File: src/hw/ssis_defines.svh
// Offsets, field positions, reset values and limits of the sequence input selector.
// Assumes byte addresses on an APB bus with 32-bit data.
`ifndef SSIS_DEFINES_SVH
`define SSIS_DEFINES_SVH

`define SSIS_AW            8
`define SSIS_OFS_CTRL      8'h00
`define SSIS_OFS_LOCK      8'h04
`define SSIS_OFS_TLIM12    8'h08
`define SSIS_OFS_TLIMEXT   8'h0c
`define SSIS_OFS_INERTIA   8'h10
`define SSIS_OFS_INSEL_LO  8'h14
`define SSIS_OFS_INSEL_HI  8'h18
`define SSIS_OFS_STATUS    8'h1c

`define SSIS_CTRL_ZS       1:0
`define SSIS_CTRL_SDIR     4
`define SSIS_CTRL_SPINV    5
`define SSIS_CTRL_TDIR     8
`define SSIS_CTRL_TPINV    9
`define SSIS_CTRL_ROT      12
`define SSIS_CTRL_TORQUE_LIMIT_SWITCH    19:16
`define SSIS_CTRL_STOPSEL  27:24

`define SSIS_CTRL_RST      32'h0000_0000
`define SSIS_LOCK_RST      16'h000a
`define SSIS_TLIM_RST      16'h0bb8
`define SSIS_INERTIA_RST   16'h00fa
`define SSIS_INSEL_RST     40'h00_0000_0000

`define SSIS_NTERM         10
`define SSIS_NFUNC         6
`define SSIS_LOCK_MARGIN   17'h0000a
`define SSIS_SPEED_MAX     16'h4e20
`define SSIS_TORQUE_LIMIT_SWITCH_SWITCH  4'h3
`define SSIS_TORQUE_LIMIT_SWITCH_SPLIT   4'h6

`endif

File: src/hw/ssis_pkg.sv
// Types shared by the sequence input selector files.
// Assumes ssis_defines.svh is on the include path.
`include "ssis_defines.svh"

package ssis_pkg;

  typedef enum logic [1:0] {
    SSIS_ZS_OFF        = 2'b00,
    SSIS_ZS_CLAMP      = 2'b01,
    SSIS_ZS_CLAMP_LOCK = 2'b10,
    SSIS_ZS_LOCK       = 2'b11
  } ssis_zs_e;

  // Terminal assignment codes; bit k of the function vector is code k+1
  typedef enum logic [2:0] {
    SSIS_FN_NONE  = 3'b000,
    SSIS_FN_ZERO  = 3'b001,
    SSIS_FN_SPEED_SIGN_INPUT = 3'b010,
    SSIS_FN_TLSW  = 3'b011,
    SSIS_FN_TORQUE_SIGN_INPUT = 3'b100,
    SSIS_FN_STOP  = 3'b101,
    SSIS_FN_INERTIA_SELECT_INPUT  = 3'b110
  } ssis_fn_e;

  typedef struct packed {
    logic [`SSIS_NTERM-1:0] sync1;
    logic [`SSIS_NTERM-1:0] sync2;
  } ssis_sync_s;

  typedef struct packed {
    logic [31:0] ctrl;
    logic [15:0] lock_lvl;
    logic [15:0] tlim_one;
    logic [15:0] tlim_two;
    logic [15:0] tlim_fwd_ext;
    logic [15:0] tlim_rev_ext;
    logic [15:0] inertia_one;
    logic [15:0] inertia_two;
    logic [39:0] in_sel;
    logic        ready;
    logic        slverr;
    logic [31:0] rdata;
    logic [15:0] spd_mag;
    logic        spd_rev;
    logic        spd_ccw;
    logic        zero_clamp;
    logic        servo_lock;
    logic [15:0] trq_mag;
    logic        trq_rev;
    logic        trq_ccw;
    logic [15:0] lim_fwd;
    logic [15:0] lim_rev;
    logic        ext_alarm;
    logic [3:0]  stop_method;
    logic [15:0] inertia;
  } ssis_main_s;

endpackage

File: src/hw/ssis_input_map.sv
// Synchronises the ten sequence terminals and maps them onto functions.
// Assumes terminals are asynchronous to pclk; one 4-bit setting per terminal.
`timescale 1ns/1ps
`default_nettype none
`include "ssis_defines.svh"

module ssis_input_map (
  input  wire logic                    pclk,
  input  wire logic                    presetn,
  input  wire logic [`SSIS_NTERM-1:0]  term_in,
  input  wire logic [39:0]             in_sel,
  output logic      [`SSIS_NFUNC-1:0]  func_o
);

  ssis_pkg::ssis_sync_s state_reg;
  ssis_pkg::ssis_sync_s state_next;

  always_comb begin
    state_next       = state_reg;
    state_next.sync1 = term_in;
    state_next.sync2 = state_reg.sync1;
  end

  always_ff @(posedge pclk or negedge presetn) begin
    if (!presetn) begin
      state_reg <= '0;
    end else begin
      state_reg <= state_next;
    end
  end

  always_comb begin
    func_o = '0;
    for (int t = 0; t < `SSIS_NTERM; t++) begin
      for (int f = 0; f < `SSIS_NFUNC; f++) begin
        if (in_sel[4*t +: 3] == 3'(f + 1)) begin
          func_o[f] = func_o[f] | (state_reg.sync2[t] ^ in_sel[4*t + 3]);
        end
      end
    end
  end

endmodule // ssis_input_map
`default_nettype wire

File: src/hw/ssis_selector.sv
// Sequence input selector: zero-speed clamp, direction, torque limit,
// emergency stop and inertia selection, configured over APB.
// Assumes APB3 full-word writes, 40 MHz pclk, speeds in 1 r/min units.
`timescale 1ns/1ps
`default_nettype none
`include "ssis_defines.svh"

// Behaviour
// - Zero-speed selection 0 ignores, 1 clamps
// - Selection 2 clamps, locks at low actual speed
// - Selection 3 locks at or below level minus 10
// - Speed direction selection resets to disabled
// - Selection 1: sign input sets speed direction
// - Selection 0: analog polarity, optionally inverted
// - Internal speed sign sets direction, 20000 max
// - Limit switch: selection 3 picks one/two
// - Selection 6: split limits or external limits
// - Torque direction selection resets to disabled
// - Selection 1: torque sign input sets direction
// - Selection 0: torque polarity, optionally inverted
// - Rotation setting maps direction to CW/CCW
// - Emergency stop raises external alarm stop
// - Inertia switch picks ratio one or two
// - Ten settings assign terminals and polarity
module ssis_selector (
  input  wire logic                    pclk,
  input  wire logic                    presetn,
  input  wire logic                    psel,
  input  wire logic                    penable,
  input  wire logic                    pwrite,
  input  wire logic [`SSIS_AW-1:0]     paddr,
  input  wire logic [31:0]             pwdata,
  output logic      [31:0]             prdata,
  output logic                         pready,
  output logic                         pslverr,
  input  wire logic [`SSIS_NTERM-1:0]  seq_terminals,
  input  wire logic                    speed_src_analog,
  input  wire logic signed [15:0]      analog_speed_command,
  input  wire logic signed [15:0]      internal_speed_command,
  input  wire logic signed [15:0]      actual_speed,
  input  wire logic signed [15:0]      analog_torque_command,
  output logic      [15:0]             speed_cmd_mag,
  output logic                         speed_cmd_rev,
  output logic                         speed_motor_ccw,
  output logic                         zero_speed_clamp,
  output logic                         servo_lock,
  output logic      [15:0]             torque_cmd_mag,
  output logic                         torque_cmd_rev,
  output logic                         torque_motor_ccw,
  output logic      [15:0]             torque_limit_fwd,
  output logic      [15:0]             torque_limit_rev,
  output logic                         external_alarm,
  output logic      [3:0]              alarm_stop_method,
  output logic      [15:0]             inertia_ratio
);

  ssis_pkg::ssis_main_s  state_reg;
  ssis_pkg::ssis_main_s  state_next;
  logic [`SSIS_NFUNC-1:0] fn;
  logic [15:0]            cmd_mag;
  logic [15:0]            act_mag;

  // Magnitude of a signed speed or torque; -32768 still fits unsigned
  function automatic logic [15:0] abs16(input logic signed [15:0] v);
    abs16 = v[15] ? 16'(-v) : 16'(v);
  endfunction

  // Word-aligned offset; the two low address bits are ignored
  function automatic logic [7:0] word_ofs(input logic [7:0] a);
    word_ofs = {a[7:2], 2'b00};
  endfunction

  ssis_input_map u_map (
    .pclk    (pclk),
    .presetn (presetn),
    .term_in (seq_terminals),
    .in_sel  (state_reg.in_sel),
    .func_o  (fn)
  );

  wire logic zero_req  = fn[0];
  wire logic spd_sign  = fn[1];
  wire logic tl_switch = fn[2];
  wire logic trq_sign  = fn[3];
  wire logic estop     = fn[4];
  wire logic inertia_select_input      = fn[5];

  wire ssis_pkg::ssis_zs_e zs_mode = ssis_pkg::ssis_zs_e'(state_reg.ctrl[`SSIS_CTRL_ZS]);
  wire logic       sdir_sel = state_reg.ctrl[`SSIS_CTRL_SDIR];
  wire logic       sp_inv   = state_reg.ctrl[`SSIS_CTRL_SPINV];
  wire logic       tdir_sel = state_reg.ctrl[`SSIS_CTRL_TDIR];
  wire logic       tp_inv   = state_reg.ctrl[`SSIS_CTRL_TPINV];
  wire logic       rot_dir  = state_reg.ctrl[`SSIS_CTRL_ROT];
  wire logic [3:0] tl_sel   = state_reg.ctrl[`SSIS_CTRL_TORQUE_LIMIT_SWITCH];

  // source magnitude clamped to the speed range
  always_comb begin
    cmd_mag = speed_src_analog ? abs16(analog_speed_command)
                               : abs16(internal_speed_command);
    if (cmd_mag > `SSIS_SPEED_MAX) begin
      cmd_mag = `SSIS_SPEED_MAX;
    end
    act_mag = abs16(actual_speed);
  end

  always_comb begin
    logic       addr_ok;
    logic [5:0] idx;
    addr_ok    = 1'b0;
    idx        = paddr[7:2];
    state_next = state_reg;

    // Zero wait states: ready is raised for the access cycle only
    state_next.ready  = psel & ~penable;
    state_next.slverr = 1'b0;
    state_next.rdata  = '0;
    addr_ok = (idx <= 6'(`SSIS_OFS_STATUS >> 2));
    if (psel && !penable) begin
      state_next.slverr = !addr_ok;
      unique case (word_ofs(paddr))
        `SSIS_OFS_CTRL:     state_next.rdata = state_reg.ctrl;
        `SSIS_OFS_LOCK:     state_next.rdata = {16'h0000, state_reg.lock_lvl};
        `SSIS_OFS_TLIM12:   state_next.rdata = {state_reg.tlim_two, state_reg.tlim_one};
        `SSIS_OFS_TLIMEXT:  state_next.rdata = {state_reg.tlim_rev_ext, state_reg.tlim_fwd_ext};
        `SSIS_OFS_INERTIA:  state_next.rdata = {state_reg.inertia_two, state_reg.inertia_one};
        `SSIS_OFS_INSEL_LO: state_next.rdata = state_reg.in_sel[31:0];
        `SSIS_OFS_INSEL_HI: state_next.rdata = {24'h000000, state_reg.in_sel[39:32]};
        `SSIS_OFS_STATUS:   state_next.rdata = {19'h00000, state_reg.ext_alarm,
                                                state_reg.servo_lock, state_reg.zero_clamp,
                                                state_reg.trq_rev, state_reg.spd_rev,
                                                2'b00, fn};
        default:            state_next.rdata = '0;
      endcase
    end

    // Writes land at the access edge only; the status word is read-only
    if (psel && penable && state_reg.ready && pwrite && !state_reg.slverr) begin
      unique case (word_ofs(paddr))
        `SSIS_OFS_CTRL:     state_next.ctrl = pwdata & 32'h0f0f_1333;
        `SSIS_OFS_LOCK:     state_next.lock_lvl = pwdata[15:0];
        `SSIS_OFS_TLIM12: begin
          state_next.tlim_one = pwdata[15:0];
          state_next.tlim_two = pwdata[31:16];
        end
        `SSIS_OFS_TLIMEXT: begin
          state_next.tlim_fwd_ext = pwdata[15:0];
          state_next.tlim_rev_ext = pwdata[31:16];
        end
        `SSIS_OFS_INERTIA: begin
          state_next.inertia_one = pwdata[15:0];
          state_next.inertia_two = pwdata[31:16];
        end
        `SSIS_OFS_INSEL_LO: state_next.in_sel[31:0]  = pwdata;
        `SSIS_OFS_INSEL_HI: state_next.in_sel[39:32] = pwdata[7:0];
        default: ;
      endcase
    end

    if (sdir_sel) begin
      state_next.spd_rev = spd_sign;
    end else if (speed_src_analog) begin
      state_next.spd_rev = analog_speed_command[15] ^ sp_inv;
    end else begin
      state_next.spd_rev = internal_speed_command[15];
    end

    // clamp for selections 1 and 2
    state_next.zero_clamp = zero_req &&
      (zs_mode == ssis_pkg::SSIS_ZS_CLAMP || zs_mode == ssis_pkg::SSIS_ZS_CLAMP_LOCK);
    state_next.spd_mag = state_next.zero_clamp ? 16'h0000 : cmd_mag;
    unique case (zs_mode)
      ssis_pkg::SSIS_ZS_OFF,
      ssis_pkg::SSIS_ZS_CLAMP:      state_next.servo_lock = 1'b0;
      ssis_pkg::SSIS_ZS_CLAMP_LOCK: state_next.servo_lock =
                                      zero_req && (act_mag <= state_reg.lock_lvl);
      ssis_pkg::SSIS_ZS_LOCK:       state_next.servo_lock = zero_req &&
        ({1'b0, cmd_mag} + `SSIS_LOCK_MARGIN <= {1'b0, state_reg.lock_lvl});
    endcase

    if (tdir_sel) begin
      state_next.trq_rev = trq_sign;
    end else begin
      state_next.trq_rev = analog_torque_command[15] ^ tp_inv;
    end
    state_next.trq_mag = abs16(analog_torque_command);

    state_next.spd_ccw = state_next.spd_rev ^ rot_dir;
    state_next.trq_ccw = state_next.trq_rev ^ rot_dir;

    // switch acts only for 3 and 6
    state_next.lim_fwd = state_reg.tlim_one;
    state_next.lim_rev = state_reg.tlim_one;
    if (tl_sel == `SSIS_TORQUE_LIMIT_SWITCH_SWITCH && tl_switch) begin
      state_next.lim_fwd = state_reg.tlim_two;
      state_next.lim_rev = state_reg.tlim_two;
    end else if (tl_sel == `SSIS_TORQUE_LIMIT_SWITCH_SPLIT) begin
      state_next.lim_fwd = tl_switch ? state_reg.tlim_fwd_ext : state_reg.tlim_one;
      state_next.lim_rev = tl_switch ? state_reg.tlim_rev_ext : state_reg.tlim_two;
    end

    state_next.ext_alarm   = estop;
    state_next.stop_method = state_reg.ctrl[`SSIS_CTRL_STOPSEL];

    state_next.inertia = inertia_select_input ? state_reg.inertia_two : state_reg.inertia_one;
  end

  always_ff @(posedge pclk or negedge presetn) begin
    if (!presetn) begin
      state_reg              <= '0;
      state_reg.ctrl         <= `SSIS_CTRL_RST;
      state_reg.lock_lvl     <= `SSIS_LOCK_RST;
      state_reg.tlim_one     <= `SSIS_TLIM_RST;
      state_reg.tlim_two     <= `SSIS_TLIM_RST;
      state_reg.tlim_fwd_ext <= `SSIS_TLIM_RST;
      state_reg.tlim_rev_ext <= `SSIS_TLIM_RST;
      state_reg.inertia_one  <= `SSIS_INERTIA_RST;
      state_reg.inertia_two  <= `SSIS_INERTIA_RST;
      state_reg.in_sel       <= `SSIS_INSEL_RST;
    end else begin
      state_reg <= state_next;
    end
  end

  assign prdata            = state_reg.rdata;
  assign pready            = state_reg.ready;
  assign pslverr           = state_reg.slverr;
  assign speed_cmd_mag     = state_reg.spd_mag;
  assign speed_cmd_rev     = state_reg.spd_rev;
  assign speed_motor_ccw   = state_reg.spd_ccw;
  assign zero_speed_clamp  = state_reg.zero_clamp;
  assign servo_lock        = state_reg.servo_lock;
  assign torque_cmd_mag    = state_reg.trq_mag;
  assign torque_cmd_rev    = state_reg.trq_rev;
  assign torque_motor_ccw  = state_reg.trq_ccw;
  assign torque_limit_fwd  = state_reg.lim_fwd;
  assign torque_limit_rev  = state_reg.lim_rev;
  assign external_alarm    = state_reg.ext_alarm;
  assign alarm_stop_method = state_reg.stop_method;
  assign inertia_ratio     = state_reg.inertia;
endmodule // ssis_selector
`default_nettype wire

File: config.mk
export PLATFORM = sky130hd
export DESIGN_NAME = ssis_selector
export DESIGN_NICKNAME = d
export VERILOG_FILES = /design/src/hw/ssis_pkg.sv /design/src/hw/ssis_input_map.sv /design/src/hw/ssis_selector.sv
export VERILOG_INCLUDE_DIRS = /design/src /design/src/hw
export SDC_FILE = /design/constraint.sdc
export NUM_CORES = 1
export LEC_CHECK = 0
export BUFFER_PORTS_ARGS = -buffer_cell sky130_fd_sc_hd__clkbuf_2
export CAP_MARGIN = 40
export CORE_AREA = 10 10 149 253
export CTS_CLUSTER_SIZE = 12
export DETAILED_ROUTE_END_ITERATION = 10
export DIE_AREA = 0 0 159 263
export PLACE_DENSITY_LB_ADDON = 0.1
export SETUP_SLACK_MARGIN = 0.5
export SYNTH_ARGS = -nofsm -noshare
export SYNTH_HDL_FRONTEND = slang
export SYNTH_SLANG_ARGS = --single-unit
File: constraint.sdc
create_clock -name pclk -period 7.1 [get_ports pclk]
set_clock_uncertainty 0.2 [all_clocks]
set_input_delay 0.355 -clock pclk [delete_from_list [all_inputs] [get_ports pclk]]
set_output_delay 0.355 -clock pclk [all_outputs]
set_load 0.02 [all_outputs]
Word-level counts from Yosys, hierarchy flattened
Index checks and enable logic that the tools add are counted.
- flip-flop bits (word level): 312
- bits of input ports: 120
- output and inout port bits: 125
- logic and storage cells: 280
- $add $sub $neg: 5
- $lt $le $gt $ge: 4
- equality and inequality tests: 72
- multiplexer cells: 78
- bitwise operators: 70
- reduce and logical (&&, ||, !) cells: 23
- operators by type and width (kind ; count):
    32-bit case mux with 8 select lines ; 1
    16-bit two-way mux ; 10
    3-bit equality test (second input constant) ; 30
    32-bit two-way mux ; 2
    16-bit negation ; 4
    1-bit two-way mux ; 63
    3-bit by 2-bit equality test with 1-bit output (second input constant) ; 20
    1-bit bitwise OR ; 54
    33-bit two-way mux ; 1
    3-bit by 1-bit equality test with 1-bit output (second input constant) ; 10
    6-bit by 3-bit equality test with 1-bit output (second input constant) ; 4
    16-bit by 4-bit adder with 17-bit output (second input constant) ; 1
    17-bit by 16-bit less-or-equal comparator with 1-bit output ; 1
    16-bit by 15-bit greater-than comparator with 1-bit output (second input constant) ; 1
    16-bit less-or-equal comparator ; 1
    2-bit AND reduction ; 7
    1-bit XOR ; 14
    6-bit by 2-bit equality test with 1-bit output (second input constant) ; 2
    1-bit logical AND ; 9
    6-bit by 1-bit equality test with 1-bit output (second input constant) ; 1
    6-bit by 3-bit less-or-equal comparator with 1-bit output (second input constant) ; 1
    6-bit logical NOT ; 1
    2-bit equality test (second input constant) ; 2
    4-bit by 2-bit equality test with 1-bit output (second input constant) ; 1
    9 further kinds ; 11

Longest topological paths before layout
- depth in word-level cells: 23
- mapped depth: 24
- mapped depth without buffers: 23

Cells and area by module
From an unflattened synthesis, not the netlist that was laid out.
- cell total of the unflattened synthesis: 1498
- area total of the unflattened synthesis: 16479.6 sq um
- modules (own cells, without submodules) (module ; instances ; cells each ; area an instance (sq um) ; sequential area each (sq um)):
    ssis_selector ; 1 ; 1362 ; 15215.8 ; 7359.6
    ssis_input_map ; 1 ; 136 ; 1263.7 ; 500.5

Worst setup path before layout
OpenSTA, ideal clock, no wires.
- kind: in2reg
- start point: in internal_speed_command[8]
- end point: reg state_reg (netlist bit servo_lock)
- library setup time: 0.094 ns
- arrival time: 4.450 ns
- required time: 6.806 ns
- slack: 2.356 ns
- stages: 20
- path buffers: 2
- cells stage by stage: or3_1 -> clkbuf_1 -> nor3_1 -> mux2_2 -> or4_4 -> nand2_1 -> a21oi_1 -> nand2_1 -> buf_2 -> nor2_1 -> ha_1 -> o2111a_1 -> nor4bb_1 -> xor2_1 -> nor2_1 -> ha_1 -> a2111oi_0 -> a311o_1 -> a21oi_1 -> a211oi_1
- RTL lines (what ; RTL line ; RTL):
    start: declaration ; ssis_selector.sv:39 ; input wire logic signed [15:0] internal_speed_command,
    end signal: assignment ; ssis_selector.sv:220 ; state_reg <= state_next;
    end: declaration ; ssis_selector.sv:57 ; ssis_pkg::ssis_main_s state_reg;

==> summary.txt <==
Outcome
  • Status: complete, no violations

Power and ir drop
  • Sw frac: 25.4%
  • Int Pwr: 2.92 mW
  • Comb pwr share: 12.4%
  • Pwr dens: 205 nW/um2
  • P_sw: 997 uW
  • Clock power share: 40.4%
  • VDD IR max: 157 uV
  • Sequential share of power: 47.3%
  • Pleak: 8.73 nW

Global routing
  • First-pass GRT wire length: 76600 um
  • Largest net degree at the start of global routing: 165
  • Initial antenna violation count: 0
  • GR Overflow Total: 0
  • GRT Total Usage: 23.2%
  • Vias in the first global route: 13114

Finish
  • Layout cells sized above 1: 33.6%
  • Max reg flops: 160
  • Layout net count: 1807
  • Area growth syn-to-layout: 16.3%
  • Fillers: 2910
  • N_diodes: 0

Setup path
  • Crit Path Max Fanout: 20
  • CP endpoint kind: register
  • CP required: 7.38 ns
  • Reg2reg end: torque_limit_fwd[4]$_DFF_PN0_
  • CP Class: input port to register
  • Crit-path max cell delay: 0.71 ns
  • CP Buf/Inv Count: 1
  • CP delay by family, top: compound AO/OA/AOI/OAI gates
  • FF-to-FF path depth: 8
  • Kind of start point of the critical path: input port
  • Crit-path cells: clkbuf_2 -> or4_1 -> nor3_1 -> a211oi_1 -> o2111ai_1 -> nand2_1 -> a21oi_1 -> nand2_1 -> nor2_1 -> ha_1 -> o2111a_1 -> nor4bb_1 -> xor2_1 -> nor2_1 -> ha_1 -> a2111oi_0 -> a311o_1 -> a21oi_1 -> a211oi_1
  • R2R setup slack: 3.90 ns
  • Reg-to-reg startpoint: state_reg[132]$_DFFE_PN0P_
  • Crit path DAT: 5.77 ns
  • Critical path's slowest cell: o2111ai_1

CTS
  • Root Buffer: clkbuf_16
  • Num CTS Buffers: 31
  • Sink Count: 312
  • CTS max path bufs: 3
  • Worst-skew pair later-pin latency: 0.58 ns
  • Worst-path clk slew: 0.06 ns
  • CTS tree: done
  • CTS HTree Levels: 1
  • Resize count post-CTS: 0

Timing
  • WHS: 0.0892 ns
  • Slew Limit Fails: 0
  • Fin crit period: 5.49 ns
  • Final Cycle Share: 77.3%
  • Slew margin rel.: 32.3%
  • RSZ-0062 raised after global routing: no
  • Fin worst setup slack: 1.61 ns
  • Measured slew at the worst slew-check pin: 1.02 ns
  • Final Hold Viols: 0
  • Max Fclk: 0.182 GHz
  • Setup TNS: 0 ns
  • Final setup fails: 0

Floorplanning
  • Core Region: 33500 um2
  • Num ports: 245
  • # rows: 89
  • Chip width: 159 um
  • Area of the die: 41800 um2
  • Chip height: 263 um
  • Initial Util: 49.1%

Synth
  • Async SR Flop Fraction: 100%
  • Post-synth EDFFs: 0
  • Seq/Total Area, Yosys: 47.8%
  • Post-Synthesis Cell Area: 16400 um2
  • Yosys cell types: 76
  • Flops & latches, synth: 312
  • Primary FF master, synth: dfrtp_1
  • Synth Instances: 1457
  • Avg Cell Area, Syn: 11.3 um2
  • Yosys Warn Count: 0

Route
  • Drc violations: 0
  • DR vias/cell: 5.70
  • WL final: 49700 um
  • Post-DRT Antenna Nets: 0
  • Drt pass-1 iters: 5
  • DR WL/cell: 23.4 um
  • Vias: 12115
  • Starting DRT DRC Count: 615

Min path
  • HP Class: input port to register
  • Worst hold start: analog_torque_command[15]
  • Worst hold stages: 2
  • End point of the worst hold path: torque_cmd_mag[1]$_DFF_PN0_

Run
  • Max_cap viols: 0

Placed design
  • Dpl ws: 1.12 ns
  • DP HPWL: 37100 um
  • Port bufs: 242
  • Gp weighted congestion: 0.911
## cells in the mapped netlist, types with 6 or more instances
cell type    n  area share [%]
or4_1        6            0.27
o2bb2ai_1   16            0.85
inv_1       31            0.71
or3_1        7            0.27
dfstp_2     42             6.7
a221oi_1     7            0.37
nand3b_1     8            0.37
buf_4      117             5.3
nor3_1      19            0.58
clkbuf_1    38            0.87
buf_1       20            0.46
ha_1        39             3.0
nor2_1      50             1.1
a21oi_1     32            0.97
nand3_1     12            0.37
a22oi_1     81             3.7
nand4_1     23            0.88
mux2i_1     33             2.0
xor2_1      28             1.5
o41ai_1      7            0.37
mux2_2     186              13
o21ai_0     47             1.4
nand2b_1    20            0.76
o31ai_1     12            0.55
and3_1       8            0.30
nor4_1      10            0.38
dfrtp_1    270              41
nand4b_1     9            0.48
nor2b_1     31             1.2
a31oi_1     32             1.2
nand2_1     87             2.0
xnor2_1     39             2.1
## cell usage in the layout (no fill, tap or decap), types with 6 or more instances in the layout
cell / count
a21oi_1: 32
a221oi_1: 7
a22oi_1: 81
a31oi_1: 32
and3_1: 8
buf_4: 16
clkbuf_1: 20
clkbuf_16: 31
clkbuf_2: 241
dfrtp_1: 270
dfstp_2: 42
dlygate4sd3_1: 68
ha_1: 39
inv_1: 31
mux2_2: 186
mux2i_1: 33
nand2_1: 83
nand2b_1: 20
nand3_1: 12
nand3b_1: 8
nand4_1: 23
nand4b_1: 9
nor2_1: 47
nor2b_1: 29
nor3_1: 17
nor4_1: 10
o21ai_0: 47
o2bb2ai_1: 16
o31ai_1: 12
o41ai_1: 7
or3_1: 7
or4_1: 6
xnor2_1: 39
xor2_1: 28
## logic make-up (layout without fill, tap and decap cells)
group	after synthesis	after routing	share of synthesized area [%]
adders and majority gates	39	39	2.97
other	1	2	0.0228
AOI/OAI and AO/OA	291	291	12.6
buffers and inverters	211	425	7.56
DFF	312	312	47.8
and+or+nand+nor	313	313	10.2
xor gates and xnor gates	67	67	3.57
muxes	223	223	15.3
## power groups by stage
stage / sequential [mW] / clock, mW / combinational (mW)
after floorplan: 1.88 / 0 / 0.292
after global placement: 1.88 / 0 / 0.447
after detailed placement: 1.88 / 0 / 0.455
after CTS: 1.85 / 1.62 / 0.489
after global routing: 1.86 / 1.68 / 0.536
final: 1.85 / 1.58 / 0.485
## worst reg2reg max path, delay by kind of cell, from the launching register on
kind	cells	cell delay, ns
buffers and inverters	1	0.42
AND/OR/NAND/NOR	4	1.21
AO/OA/AOI/OAI	2	0.33
XOR/XNOR	1	0.47
flip-flops	1	0.40
## metal layers
| metal | GRT usage, % | share of wire [%] |
|---|---|---|
| met5 | 0 | 0 |
| met4 | 9.90 | 4.3 |
| met3 | 3.73 | 4.4 |
| met2 | 44.4 | 55 |
| met1 | 24.1 | 37 |
## what timing repair did
item	4_1_cts	5_1_grt
hold buffers	68	0
endpoints found under the hold margin	277	0
setup buffers	0	0
## how the worst max path moves through the flow
stage / from / end / slack (ns) / depth (start not counted)
after floorplan: internal_speed_command[8] / servo_lock$_DFF_PN0_ / 2.36 / 20
after global placement: analog_speed_command[9] / servo_lock$_DFF_PN0_ / 1.19 / 19
after detailed placement: analog_speed_command[9] / servo_lock$_DFF_PN0_ / 1.12 / 19
after CTS: analog_speed_command[9] / servo_lock$_DFF_PN0_ / 1.75 / 19
after global routing: analog_speed_command[9] / servo_lock$_DFF_PN0_ / 1.21 / 20
final: analog_speed_command[9] / servo_lock$_DFF_PN0_ / 1.61 / 19
## through the flow
stage          total power [mW]  instances  util, %  area, um2
2_1_floorplan              2.17       1458        -      16400
3_3_place_gp               2.33       1990     51.6      17300
3_5_place_dp               2.34       2002     52.2      17500
4_1_cts                    3.96       2127     57.0      19100
5_1_grt                    4.08       2127     57.0      19100
6_report                   3.92       2127     57.0      19100
## final cells by class
class	instances	area, um2	area share, %
multi-input combinational	935	7390	38.7
tap	455	569	2.98
sequential	312	7860	41.1
inverter	31	116	0.609
clock buffer	53	878	4.59
clock inverter	4	77.6	0.406
timing repair buffer	337	2230	11.6
Note: power is estimated with default switching activity, not from simulation.
